--- config.mk ---
export PLATFORM = sky130hd
export DESIGN_NAME = loop_setup_decoder
export DESIGN_NICKNAME = d
export VERILOG_FILES = /design/src/loop_setup_pkg.sv /design/src/end_addr_calc.sv /design/src/exit_cond_eval.sv /design/src/loop_setup_decoder.sv
export VERILOG_INCLUDE_DIRS = /design/src
export SDC_FILE = /design/constraint.sdc
export NUM_CORES = 1
export LEC_CHECK = 0
export BUFFER_PORTS_ARGS = -buffer_cell sky130_fd_sc_hd__buf_2
export CORE_AREA = 2 2 270 272
export DETAILED_ROUTE_END_ITERATION = 12
export DIE_AREA = 0 0 272 274
export PLACE_DENSITY = 0.55
export SLEW_MARGIN = 20
export SYNTH_ARGS = -nofsm -noshare
export SYNTH_HDL_FRONTEND = slang
export SYNTH_HIERARCHICAL = 1
export SYNTH_SLANG_ARGS = --single-unit
export TNS_END_PERCENT = 5
--- constraint.sdc ---
create_clock -name clock -period 18.39 [get_ports clock]
set_input_delay 2.7585 -clock clock [delete_from_list [all_inputs] [get_ports clock]]
set_output_delay 2.7585 -clock clock [all_outputs]
set_load 0.02 [all_outputs]
--- src/loop_setup_regs.svh ---
// Purpose: offsets, field positions, reset values and counts of the loop setup decoder
// Assumes: 48-bit instruction words, APB register access with 32-bit data
// Notes:   definitions only
`ifndef LOOP_SETUP_REGS_SVH
`define LOOP_SETUP_REGS_SVH

// instruction word fields
`define OPC_TOP_HI        47
`define OPC_TOP_LO        45
`define OPC_TOP_VAL       3'h0
`define OPC_GRP_HI        44
`define OPC_GRP_LO        41
`define OPC_GRP_CNT_LOOP  4'h6
`define OPC_GRP_CND_LOOP  4'h7
`define OPC_DIR_HI        44
`define OPC_DIR_LO        42
`define OPC_DIR_MOVE      3'h4
`define OPC_CNT_SEL_BIT   40
`define OPC_IMM_HI        39
`define OPC_IMM_LO        24
`define OPC_UREG_HI       38
`define OPC_UREG_LO       32
`define OPC_TERM_HI       37
`define OPC_TERM_LO       33
`define OPC_MEM_G_BIT     41
`define OPC_MEM_D_BIT     40
`define OPC_MEM_L_BIT     39
`define OPC_ADDR_HI       31
`define OPC_ADDR_LO       0
`define OPC_OFS_HI        23
`define OPC_OFS_LO        0

// exit condition code stored for counter loops
`define COND_COUNT_EXPIRED 5'h1f
// depth of the combined loop address and counter stack
`define LOOP_DEPTH        6
`define LOOP_PTR_W        3

// register byte offsets
`define REG_CTRL          12'h000
`define REG_STATUS        12'h004
`define REG_COUNT         12'h008
`define REG_END_ADDR      12'h00c
`define REG_MEM_ADDR      12'h010
// control fields
`define CTRL_DUAL_BIT     0
`define CTRL_ABS_BIT      1
`define CTRL_RESET        32'h0000_0000
`endif

--- src/loop_setup_pkg.sv ---
// Purpose: types shared by the loop setup decoder and its helpers
// Assumes: widths fixed at the documented values
// Notes:   constants live in loop_setup_regs.svh
package loop_setup_pkg;
   typedef logic [47:0] instr_t;
   typedef logic [23:0] paddr_t;

   // one entry of the loop address and counter stack
   typedef struct packed {
      paddr_t      end_addr;
      logic [4:0]  cond;
      logic        is_counter;
      logic [15:0] count;
   } loop_entry_s;

   // direct-addressed move request towards the memory port
   typedef struct packed {
      logic [31:0] addr_x;
      logic [31:0] addr_y;
      logic        write;
      logic        prog;
      logic        long_word;
      logic        dual;
      logic [6:0]  ureg;
   } mem_req_s;

   typedef enum logic [0:0] {
      ST_IDLE,
      ST_UREG_WAIT
   } dec_state_e;
endpackage

--- src/end_addr_calc.sv ---
// Purpose: turn the 24-bit end field into an absolute loop end address
// Assumes: relative field is two's complement from the setup instruction address
// Notes:   pure combinational adder, wraps modulo 2^24
`timescale 1ns/100ps
module end_addr_calc (
   input  wire loop_setup_pkg::paddr_t setup_pc,    // address of the setup instruction
   input  wire logic [23:0]            end_field,   // end field of the word
   input  wire logic                   absolute,    // field already holds the address
   output loop_setup_pkg::paddr_t      end_addr     // absolute loop end
);
   import loop_setup_pkg::*;

   // sign-extended offset add
   // both forms are 24 bits wide, so the sum wraps like the fetch counter does
   assign end_addr = absolute ? end_field : paddr_t'(setup_pc + end_field);
endmodule

--- src/exit_cond_eval.sv ---
// Purpose: decide whether the innermost loop leaves at its end address
// Assumes: lane condition results belong to the stored exit condition
// Notes:   combinational
`timescale 1ns/100ps
module exit_cond_eval (
   input  wire loop_setup_pkg::loop_entry_s top,     // innermost loop entry
   input  wire logic                        dual,    // dual_lane_mode
   input  wire logic                        cond_x,  // condition result in lane_x
   input  wire logic                        cond_y,  // condition result in lane_y
   output logic                             leave    // loop ends here
);
   import loop_setup_pkg::*;

   always_comb begin
      if (top.is_counter) begin
         leave = (top.count <= 16'h0001);
      end else if (dual) begin
         leave = cond_x & cond_y;
      end else begin
         leave = cond_x;
      end
   end
endmodule

--- src/loop_setup_decoder.sv ---
// Purpose: decode loop setup and direct move words, keep the loop stack
// Assumes: sequencer logic on the same clock; APB master for control
// Notes:   program-counter stack lives in the sequencer, driven by pushes
//
// The APB register port and the register addresses are this design's own decisions.
`timescale 1ns/100ps
`include "loop_setup_regs.svh"
module loop_setup_decoder (
   input  wire logic                        clock,         // core clock, 20 MHz
   input  wire logic                        rst,           // synchronous reset, high
   // APB slave
   input  wire logic                        psel,          // slave select
   input  wire logic                        penable,       // access phase
   input  wire logic                        pwrite,        // write when high
   input  wire logic [11:0]                 paddr,         // byte address
   input  wire logic [31:0]                 pwdata,        // write data
   output logic [31:0]                      prdata,        // read data
   output logic                             pready,        // always ready
   output logic                             pslverr,       // unmapped address
   // instruction stream
   input  wire logic                        instr_valid,   // word offered
   output logic                             instr_ready,   // word taken
   input  wire loop_setup_pkg::instr_t      instr,         // instruction word
   input  wire loop_setup_pkg::paddr_t      instr_pc,      // its address
   // universal register read port
   output logic [6:0]                       ureg_sel,      // register number
   input  wire logic [31:0]                 ureg_data,     // value, next cycle
   // program-counter stack
   output logic                             pc_push,       // push pulse
   output loop_setup_pkg::paddr_t           pc_push_addr,  // loop start address
   output logic                             pc_pop,        // pop pulse on exit
   // fetch watch and lane conditions
   input  wire logic                        fetch_valid,   // fetch_pc is valid
   input  wire loop_setup_pkg::paddr_t      fetch_pc,      // address fetched
   input  wire logic                        cond_x,        // exit test, lane_x
   input  wire logic                        cond_y,        // exit test, lane_y
   output logic [4:0]                       top_cond,      // condition to test
   output logic                             loop_repeat,   // jump to start pulse
   output logic                             loop_exit,     // fall through pulse
   output logic [15:0]                      current_loop_count, // innermost count
   // direct move
   output logic                             mem_valid,     // request pulse
   output loop_setup_pkg::mem_req_s         mem_req        // request fields
);
   import loop_setup_pkg::*;

   dec_state_e          state_r;
   loop_entry_s         stack_r [`LOOP_DEPTH];
   logic [`LOOP_PTR_W-1:0] sp_r;            // number of live entries
   logic [31:0]         ctrl_r;
   logic                overflow_r;
   logic [15:0]         loop_count_load_reg;
   paddr_t              pend_pc_r;
   paddr_t              last_end_r;
   logic [31:0]         last_mem_r;
   instr_t              held_r;

   logic                dual_lane_mode;
   logic                end_abs;
   logic                top_ok;
   logic                is_cnt_loop;
   logic                is_cnd_loop;
   logic                is_move;
   logic                take;
   logic                push_cnt;
   logic                push_cnd;
   logic [15:0]         push_count;
   paddr_t              setup_end;
   paddr_t              sel_pc;
   logic [23:0]         sel_field;
   loop_entry_s         top;
   logic                leave;
   logic                end_hit;
   logic                do_push;
   logic                do_pop;
   loop_entry_s         new_entry;
   logic [31:0]         mem_addr;

   assign dual_lane_mode = ctrl_r[`CTRL_DUAL_BIT];
   assign end_abs        = ctrl_r[`CTRL_ABS_BIT];

   // opcode recognition on the offered word
   // condition loop pattern
   assign is_cnd_loop = (instr[`OPC_TOP_HI:`OPC_TOP_LO] == `OPC_TOP_VAL)
                      && (instr[`OPC_GRP_HI:`OPC_GRP_LO] == `OPC_GRP_CND_LOOP);
   assign is_cnt_loop = (instr[`OPC_TOP_HI:`OPC_TOP_LO] == `OPC_TOP_VAL)
                      && (instr[`OPC_GRP_HI:`OPC_GRP_LO] == `OPC_GRP_CNT_LOOP);
   assign is_move     = (instr[`OPC_TOP_HI:`OPC_TOP_LO] == `OPC_TOP_VAL)
                      && (instr[`OPC_DIR_HI:`OPC_DIR_LO] == `OPC_DIR_MOVE);
   assign instr_ready = (state_r == ST_IDLE);
   assign take        = instr_valid && instr_ready;

   // register source is read in the cycle the word is taken
   assign ureg_sel = instr[`OPC_UREG_HI:`OPC_UREG_LO];

   // decoder state: the register form waits one cycle for its value
   always_ff @(posedge clock) begin
      if (rst) begin
         state_r <= ST_IDLE;
      end else begin
         unique case (state_r)
            ST_IDLE: begin
               if (take && is_cnt_loop && instr[`OPC_CNT_SEL_BIT]) begin
                  state_r <= ST_UREG_WAIT;
               end
            end
            ST_UREG_WAIT: begin
               state_r <= ST_IDLE;
            end
         endcase
      end
   end

   // hold the word and its address while the register value arrives
   always_ff @(posedge clock) begin
      if (rst) begin
         held_r    <= 48'h0000_0000_0000;
         pend_pc_r <= 24'h00_0000;
      end else if (take) begin
         held_r    <= instr;
         pend_pc_r <= instr_pc;
      end
   end

   // one adder serves both the immediate and the waiting register form
   assign sel_pc    = (state_r == ST_UREG_WAIT) ? pend_pc_r : instr_pc;
   assign sel_field = (state_r == ST_UREG_WAIT) ? held_r[`OPC_OFS_HI:`OPC_OFS_LO]
                                                : instr[`OPC_OFS_HI:`OPC_OFS_LO];

   end_addr_calc u_end (
      .setup_pc  (sel_pc),
      .end_field (sel_field),
      .absolute  (end_abs),
      .end_addr  (setup_end)
   );

   // push decisions and the count to load
   always_comb begin
      push_cnt   = 1'b0;
      push_cnd   = 1'b0;
      push_count = 16'h0000;
      if (state_r == ST_UREG_WAIT) begin
         push_cnt   = 1'b1;
         push_count = ureg_data[15:0];
      end else if (take && is_cnt_loop && !instr[`OPC_CNT_SEL_BIT]) begin
         push_cnt   = 1'b1;
         push_count = instr[`OPC_IMM_HI:`OPC_IMM_LO];
      end else if (take && is_cnd_loop) begin
         push_cnd   = 1'b1;
      end
   end
   assign do_push = push_cnt | push_cnd;

   // entry built for the loop stack
   always_comb begin
      new_entry          = '0;
      new_entry.end_addr = setup_end;
      new_entry.count    = push_count;
      if (push_cnt) begin
         // count expiry is the exit test
         new_entry.cond       = `COND_COUNT_EXPIRED;
         new_entry.is_counter = 1'b1;
      end else begin
         new_entry.cond       = instr[`OPC_TERM_HI:`OPC_TERM_LO];
         new_entry.is_counter = 1'b0;
      end
   end

   // software-visible copy of the last loaded count
   always_ff @(posedge clock) begin
      if (rst) begin
         loop_count_load_reg <= 16'h0000;
      end else if (push_cnt) begin
         loop_count_load_reg <= push_count;
      end
   end

   // body start goes to pc stack
   always_ff @(posedge clock) begin
      if (rst) begin
         pc_push      <= 1'b0;
         pc_push_addr <= 24'h00_0000;
      end else begin
         pc_push <= do_push;
         if (do_push) begin
            pc_push_addr <= paddr_t'(sel_pc + 24'h00_0001);
         end
      end
   end

   // innermost entry and end detection
   assign top_ok = (sp_r != 3'h0);
   always_comb begin
      top = '0;
      if (top_ok) begin
         top = stack_r[sp_r - 3'h1];
      end
   end
   assign end_hit  = top_ok && fetch_valid && (fetch_pc == top.end_addr);
   assign top_cond = top.cond;
   assign current_loop_count = top.count;

   exit_cond_eval u_exit (
      .top    (top),
      .dual   (dual_lane_mode),
      .cond_x (cond_x),
      .cond_y (cond_y),
      .leave  (leave)
   );
   assign do_pop = end_hit && leave;

   // stack pointer: a setup and an exit in one cycle replace the top
   always_ff @(posedge clock) begin
      if (rst) begin
         sp_r <= 3'h0;
      end else if (do_push && !do_pop && sp_r != 3'(`LOOP_DEPTH)) begin
         sp_r <= sp_r + 3'h1;
      end else if (do_pop && !do_push) begin
         sp_r <= sp_r - 3'h1;
      end
   end

   // stack storage, one slot per entry
   genvar gi;
   generate
      for (gi = 0; gi < `LOOP_DEPTH; gi++) begin : g_slot
         always_ff @(posedge clock) begin
            if (rst) begin
               stack_r[gi] <= '0;
            end else if (do_push && !do_pop && 3'(gi) == sp_r) begin
               stack_r[gi] <= new_entry;
            end else if (do_push && do_pop && 3'(gi) == sp_r - 3'h1) begin
               stack_r[gi] <= new_entry;
            end else if (end_hit && !leave && top.is_counter
                         && 3'(gi) == sp_r - 3'h1) begin
               stack_r[gi].count <= top.count - 16'h0001;
            end
         end
      end
   endgenerate

   // sticky overflow: a push onto a full stack is dropped
   always_ff @(posedge clock) begin
      if (rst) begin
         overflow_r <= 1'b0;
      end else if (do_push && !do_pop && sp_r == 3'(`LOOP_DEPTH)) begin
         overflow_r <= 1'b1;
      end else if (psel && penable && pwrite && paddr == `REG_STATUS && pwdata[0]) begin
         overflow_r <= 1'b0;
      end
   end

   // loop end answers to the sequencer
   always_ff @(posedge clock) begin
      if (rst) begin
         loop_repeat <= 1'b0;
         loop_exit   <= 1'b0;
         pc_pop      <= 1'b0;
      end else begin
         loop_repeat <= end_hit && !leave;
         loop_exit   <= do_pop;
         pc_pop      <= do_pop;
      end
   end

   always_ff @(posedge clock) begin
      if (rst) begin
         last_end_r <= 24'h00_0000;
      end else if (do_push) begin
         last_end_r <= setup_end;
      end
   end

   assign mem_addr = instr[`OPC_ADDR_HI:`OPC_ADDR_LO];

   // direct-addressed move request
   always_ff @(posedge clock) begin
      if (rst) begin
         mem_valid  <= 1'b0;
         mem_req    <= '0;
         last_mem_r <= 32'h0000_0000;
      end else begin
         mem_valid <= take && is_move;
         if (take && is_move) begin
            mem_req.addr_x    <= mem_addr;
            mem_req.addr_y    <= dual_lane_mode ? mem_addr + 32'h0000_0001 : mem_addr;
            mem_req.write     <= instr[`OPC_MEM_D_BIT];
            mem_req.prog      <= instr[`OPC_MEM_G_BIT];
            mem_req.long_word <= instr[`OPC_MEM_L_BIT];
            mem_req.dual      <= dual_lane_mode;
            mem_req.ureg      <= instr[`OPC_UREG_HI:`OPC_UREG_LO];
            last_mem_r        <= mem_addr;
         end
      end
   end

   // APB: zero wait states, errors for unmapped addresses
   assign pready  = 1'b1;
   assign pslverr = psel && penable && !(paddr == `REG_CTRL || paddr == `REG_STATUS
                    || paddr == `REG_COUNT || paddr == `REG_END_ADDR
                    || paddr == `REG_MEM_ADDR);

   // control register steers mode and end form
   always_ff @(posedge clock) begin
      if (rst) begin
         ctrl_r <= `CTRL_RESET;
      end else if (psel && penable && pwrite && paddr == `REG_CTRL) begin
         ctrl_r <= {30'h0000_0000, pwdata[`CTRL_ABS_BIT], pwdata[`CTRL_DUAL_BIT]};
      end
   end

   // read mux; data only looked at in the access phase
   always_comb begin
      prdata = 32'h0000_0000;
      unique case (paddr)
         `REG_CTRL:     prdata = ctrl_r;
         `REG_STATUS:   prdata = {24'h00_0000, 1'b0, sp_r, 2'b00, top_ok, overflow_r};
         `REG_COUNT:    prdata = {loop_count_load_reg, top.count};
         `REG_END_ADDR: prdata = {8'h00, last_end_r};
         `REG_MEM_ADDR: prdata = last_mem_r;
         default:       prdata = 32'h0000_0000;
      endcase
   end

   // checks next to the logic above
   property p_imm_count;
      @(posedge clock) disable iff (rst)
      (take && is_cnt_loop && !instr[`OPC_CNT_SEL_BIT])
         |=> loop_count_load_reg == $past(instr[`OPC_IMM_HI:`OPC_IMM_LO]);
   endproperty
   a_imm_count: assert property (p_imm_count) else $error("immediate count not loaded");

   property p_ureg_count;
      @(posedge clock) disable iff (rst)
      (take && is_cnt_loop && instr[`OPC_CNT_SEL_BIT])
         |=> ##1 loop_count_load_reg == $past(ureg_data[15:0]);
   endproperty
   a_ureg_count: assert property (p_ureg_count) else $error("register count not loaded");

   property p_pc_push;
      @(posedge clock) disable iff (rst)
      (take && is_cnd_loop) |=> pc_push && pc_push_addr == $past(instr_pc) + 24'h00_0001;
   endproperty
   a_pc_push: assert property (p_pc_push) else $error("loop start not pushed");

   property p_end_rel;
      @(posedge clock) disable iff (rst)
      (take && is_cnd_loop && !end_abs)
         |=> last_end_r == paddr_t'($past(instr_pc) + $past(instr[23:0]));
   endproperty
   a_end_rel: assert property (p_end_rel) else $error("end address wrong");

   property p_dual_exit;
      @(posedge clock) disable iff (rst)
      (end_hit && !top.is_counter && dual_lane_mode && !(cond_x && cond_y))
         |=> !loop_exit && loop_repeat;
   endproperty
   a_dual_exit: assert property (p_dual_exit) else $error("dual lane exit on one lane");

   property p_single_exit;
      @(posedge clock) disable iff (rst)
      (end_hit && !top.is_counter && !dual_lane_mode && cond_x) |=> loop_exit && pc_pop;
   endproperty
   a_single_exit: assert property (p_single_exit) else $error("single lane exit missed");

   property p_count_dec;
      @(posedge clock) disable iff (rst)
      (end_hit && top.is_counter && top.count > 16'h0001 && !do_push)
         |=> current_loop_count == $past(top.count) - 16'h0001 && !loop_exit;
   endproperty
   a_count_dec: assert property (p_count_dec) else $error("count not decremented");

   property p_lane_y;
      @(posedge clock) disable iff (rst)
      (take && is_move && dual_lane_mode)
         |=> mem_valid && mem_req.addr_y == $past(instr[31:0]) + 32'h0000_0001;
   endproperty
   a_lane_y: assert property (p_lane_y) else $error("lane y address wrong");

   property p_long_word;
      @(posedge clock) disable iff (rst)
      (take && is_move) |=> mem_req.long_word == $past(instr[`OPC_MEM_L_BIT])
                            && mem_req.addr_x == $past(instr[31:0]);
   endproperty
   a_long_word: assert property (p_long_word) else $error("move fields wrong");
endmodule

### Yosys cells after proc, flatten, opt, wreduce, memory -nomap -nowiden

Memory sizes are Yosys's and may differ from the RTL's.
Index checks and enable logic that the tools add are counted.

* input bits: 181
* output and inout port bits: 167
* logic and storage cells: 242
* bits in writable memories: 276
* bits in registers: 198
* memories kept: 1

Memory list
* stack_r: depth 6, width 46, rd ports 1, clocked after Yosys merged registers in 0, wr ports 6, RTL line loop_setup_decoder.sv:48 `` loop_entry_s stack_r [`LOOP_DEPTH]; ``

* reductions and logical operators: 59
* magnitude comparators: 1
* muxes and demuxes: 114
* $add $sub $neg: 6
* bitwise gates (word level): 21
* equality and inequality tests: 20

Operator list (count)
* 2-to-1 mux 46 bit: 13
* case mux 32 bit (5 select lines): 1
* 2-to-1 mux 16 bit: 8
* 2-to-1 mux 1 bit: 84
* 2-to-1 mux 24 bit: 3
* logical AND 1 bit: 43
* adder 32 x 1 -> 32 bit, second input constant: 1
* 2-to-1 mux 32 bit: 1
* adder 24 x 1 -> 24 bit, second input constant: 1
* adder 24 bit: 1
* equality test 12 x 4 -> 1 bit, second input constant: 2
* equality test 24 bit: 1
* bitwise OR 1 bit: 19
* less-or-equal comparator 16 x 1 -> 1 bit, second input constant: 1
* subtractor 16 x 1 -> 16 bit, second input constant: 1
* equality test 12 x 3 -> 1 bit, second input constant: 1
* equality test 12 x 5 -> 1 bit, second input constant: 1
* equality test 2 x 3 -> 1 bit, first input constant: 4
* equality test 3 bit, first input constant: 4
* zero test 12 bit: 1
* zero test 3 bit: 3
* equality test 4 x 3 -> 1 bit, second input constant: 2
* equality test 1 x 3 -> 1 bit, first input constant: 2
* equality test 3 bit, second input constant: 2
* 12 further kinds: 21

### Longest topological paths before layout

* word-level depth: 15
* mapped depth: 33
* mapped depth without buffers: 15

### Modules after synthesis

The synthesis kept the hierarchy.

Modules (own cells, without submodules)
* loop_setup_decoder: times used 1, area an instance 23374.9 um^2, cells an instance 2401, sequential area each 12251.8 um^2
* end_addr_calc: times used 1, area an instance 1448.9 um^2, cells an instance 212, sequential area each 0.0 um^2
* exit_cond_eval: times used 1, area an instance 76.3 um^2, cells an instance 8, sequential area each 0.0 um^2

### Worst setup path before layout

OpenSTA, ideal clock, no wires.

* path type: register to register
* start point: reg sp_r[0]
* end point: mem stack_r[2][16] (netlist bit) (enable)
* setup slack: 10.082 ns
* buffers on the path: 17
* data arrival time: 7.921 ns
* setup time: 0.387 ns
* stages on the path, launching flop included: 33
* data required time: 18.003 ns
* period minus slack after synthesis: 8.308 ns
* cells stage by stage: dfxtp_1 > buf_4 > buf_6 > buf_6 > buf_6 > buf_6 > buf_4 > buf_4 > buf_1 > inv_1 > ha_1 > ha_1 > buf_2 > clkbuf_1 > buf_2 > buf_1 > clkbuf_1 > clkbuf_1 > nand2_1 > o211ai_1 > inv_1 > nor4_2 > nand4_1 > nand2_1 > clkbuf_1 > nand3b_1 > or4b_4 > nor4_4 > buf_6 > mux2i_2 > nand2_1 > buf_4 > nand2_1

RTL lines
* start: declaration: RTL line loop_setup_decoder.sv:49 `` logic [`LOOP_PTR_W-1:0] sp_r; ``
* start signal: assignment: RTL line loop_setup_decoder.sv:217 `sp_r <= sp_r + 3'h1;`
* start signal: assignment: RTL line loop_setup_decoder.sv:219 `sp_r <= sp_r - 3'h1;`
* end: declaration: RTL line loop_setup_decoder.sv:48

### Worst setup path in the final report

* start point: in paddr[7]
* end point: out prdata[1]

* word-level cells in the longest chain between the ends: 2
* elaborated cells between the ends (all ways): 6
* those cells by class: 4 x eq/ne; 1 x mux; 1 x reduce/logical

Ends and longest elaborated chain
* start: declaration: RTL line loop_setup_decoder.sv:15 `input wire logic [11:0] paddr,`
* equality test 12 x 5 -> 1 bit, or another cell as far along: RTL line loop_setup_decoder.sv:315 `unique case (paddr)`
* case mux 32 bit (5 select lines) (*): RTL line loop_setup_decoder.sv:315
* end: declaration: RTL line loop_setup_decoder.sv:17 `output logic [31:0] prdata,`

Mark *: on every way between the ends. The rest lies on a longest branch, timed or not.

==> summary.txt <==
CTS
  • Skew-Pair Late Insertion Delay: 0.63 ns
  • CTS resizes: 0
  • Number of CTS-inserted buffers: 53
  • H-tree depth: 2
  • CTS tree: done
  • Worst-path clk slew: 0.06 ns
  • Hold-fix buffers, CTS: 0
  • Setup Fix Bufs, Post-CTS: 0
  • CTS root buf: clkbuf_16
  • CTS max path bufs: 3
  • CTS Sinks: 474

Job
  • Max Cap Viol: 0

Worst setup path
  • CP Class: in2out
  • Critical path data arrival time: 5.09 ns
  • CP Launch Type: primary input
  • Nature of the critical path endpoint: primary output
  • Critical Path RT: 15.63 ns
  • Crit Path Max Fanout: 28

Finish
  • Core Util, Final: 0.400
  • Area Growth Syn to Fin: 16.0%
  • Nets@finish: 3023
  • Largest regs: stack_r (276), mem_req (43), last_mem_r (32)
  • Layout cells sized above 1: 0.215
  • Filler instances: 7141
  • Final instance area: 28800 um^2
  • Biggest register: stack_r
  • Largest register FFs: 276
  • Non-Filler Instances: 3811

Drt
  • DRT iter0 DRCs: 2028
  • Drt drc: 0
  • Final WL: 88.8 mm
  • Via count: 20900
  • Drt first pass iters: 8
  • Via/cell ratio: 5.48
  • Drt wl/cell: 23.3 um
  • Routed Antenna Nets: 0

Logic synthesis
  • Syn_area_per_cell: 9.54 um^2
  • Post-Synthesis Cells: 2601
  • YS warnings: 6
  • Synthesized area: 24800 um^2
  • Post-Syn Nets: 2816

Floorplanning
  • Number of cell rows: 99
  • Core area: 72000 um^2
  • Die H: 274 um
  • Die area: 74500 um^2
  • Top Ports: 348
  • Die Wd: 272 um
  • Starting Density: 0.345

Outcome
  • Status: finished, final reports clean

Placement
  • Placed insts: 3712
  • Detail Placement HPWL: 60.7 mm
  • Post-place setup slack: 10.36 ns
  • # port buffers: 300
  • Routability Congestion: 0.909
  • Area after DPL: 27000 um^2

STA
  • Rel. slew slack: 0.248
  • FMAX: 127 MHz
  • Final Max Tran Viols: 0
  • Final worst slack: 10.55 ns
  • Setup tns final: 0 ns
  • Worst clock skew: 0.0311 ns
  • Least-Margin Pin Slew: 1.12 ns
  • RSZ-0062 raised after global routing: false
  • Fin crit period: 7.84 ns
  • Hold Fails Final Rpt: 0
  • Final worst-path cycle share: 0.427
  • Setup violations, final: 0

Power and ir drop
  • Sequential fraction of design power: 0.468
  • VDD IR max: 77.3 uV
  • Total leakage power: 10.7 nW
  • Pwr/cell area: 85.9 nW/um^2
  • Switching pwr: 0.000613 W
  • Clock power frac: 0.446
  • Combinational power share: 0.087
  • Internal power: 0.00186 W
  • Sw Ratio: 0.248

Global route
  • Initial antenna violation count: 3
  • Total track usage: 0.231
  • First-pass GRT wire length: 130 mm
  • Largest net degree at the start of global routing: 78
  • Grt ovf: 0
  • Vias in the first global route: 20200

Min path
  • Worst min path class: reg2reg
worst paths after layout:
check,start,cells past startpoint,slack (ns),to
setup / recovery,paddr[7],8,10.55,prdata[1]
hold / removal,mem_req[30],2,0.45,mem_req[30]
setup reg to reg,sp_r[1],16,10.58,stack_r[0][27]
hold reg to reg,mem_req[30],2,0.45,mem_req[30]
power groups by stage:
stage | Combinational [W] | Clock (W) | Sequential, W
final | 0.000214 | 0.00110 | 0.00116
after global routing | 0.000230 | 0.00115 | 0.00116
after CTS | 0.000212 | 0.00111 | 0.00116
after detailed placement | 0.000211 | 0 | 0.00118
after global placement | 0.000208 | 0 | 0.00118
after floorplan | 0.000125 | 0 | 0.00118
cell type report:
cell class,count,area (um^2),share of cell area
Clock inverter,22,268,0.00931
Tap cell,959,1200,0.0417
Antenna cell,1,2.50,0.0000870
Timing Repair Buffer,348,1880,0.0654
Multi-Input combinational cell,1878,11400,0.398
Sequential cell,474,12300,0.426
Clock buffer,76,1520,0.0527
Inverter,53,199,0.00691
layer usage:
metal,global-route usage,vias to the layer above,share of wire
li1,-,9609,-
met1,0.292,10200,0.40
met2,0.394,905,0.48
met3,0.0340,191,0.072
met4,0.0992,2,0.044
met5,0,-,0.00012
critical path: stages:
cell and delay (ns):
buf_2 0.10, nor4_1 0.28, nand3_1 0.23, nor4b_2 0.68
buf_4 0.45, a222oi_1 0.23, nand2_1 0.13, buf_2 0.20
cells in the final DEF (no fill, tap or decap), drive strengths merged, types with 51 or more instances in the layout:
cell,n
inv,54
buf,348
nand2,565
clkbuf,76
mux2i,64
xnor2,51
a21oi,214
nand3,52
nor2,268
dfxtp,198
edfxtp,276
mux2,104
o21ai,141
stage by stage:
step | hold WS (ns) | total power (W)
2_1_floorplan | 0.431 | 0.00130
3_3_place_gp | 0.437 | 0.00139
3_5_place_dp | 0.440 | 0.00139
4_1_cts | 0.449 | 0.00248
5_1_grt | 0.466 | 0.00254
6_report | 0.448 | 0.00247
(Power assumes the default switching activity.)
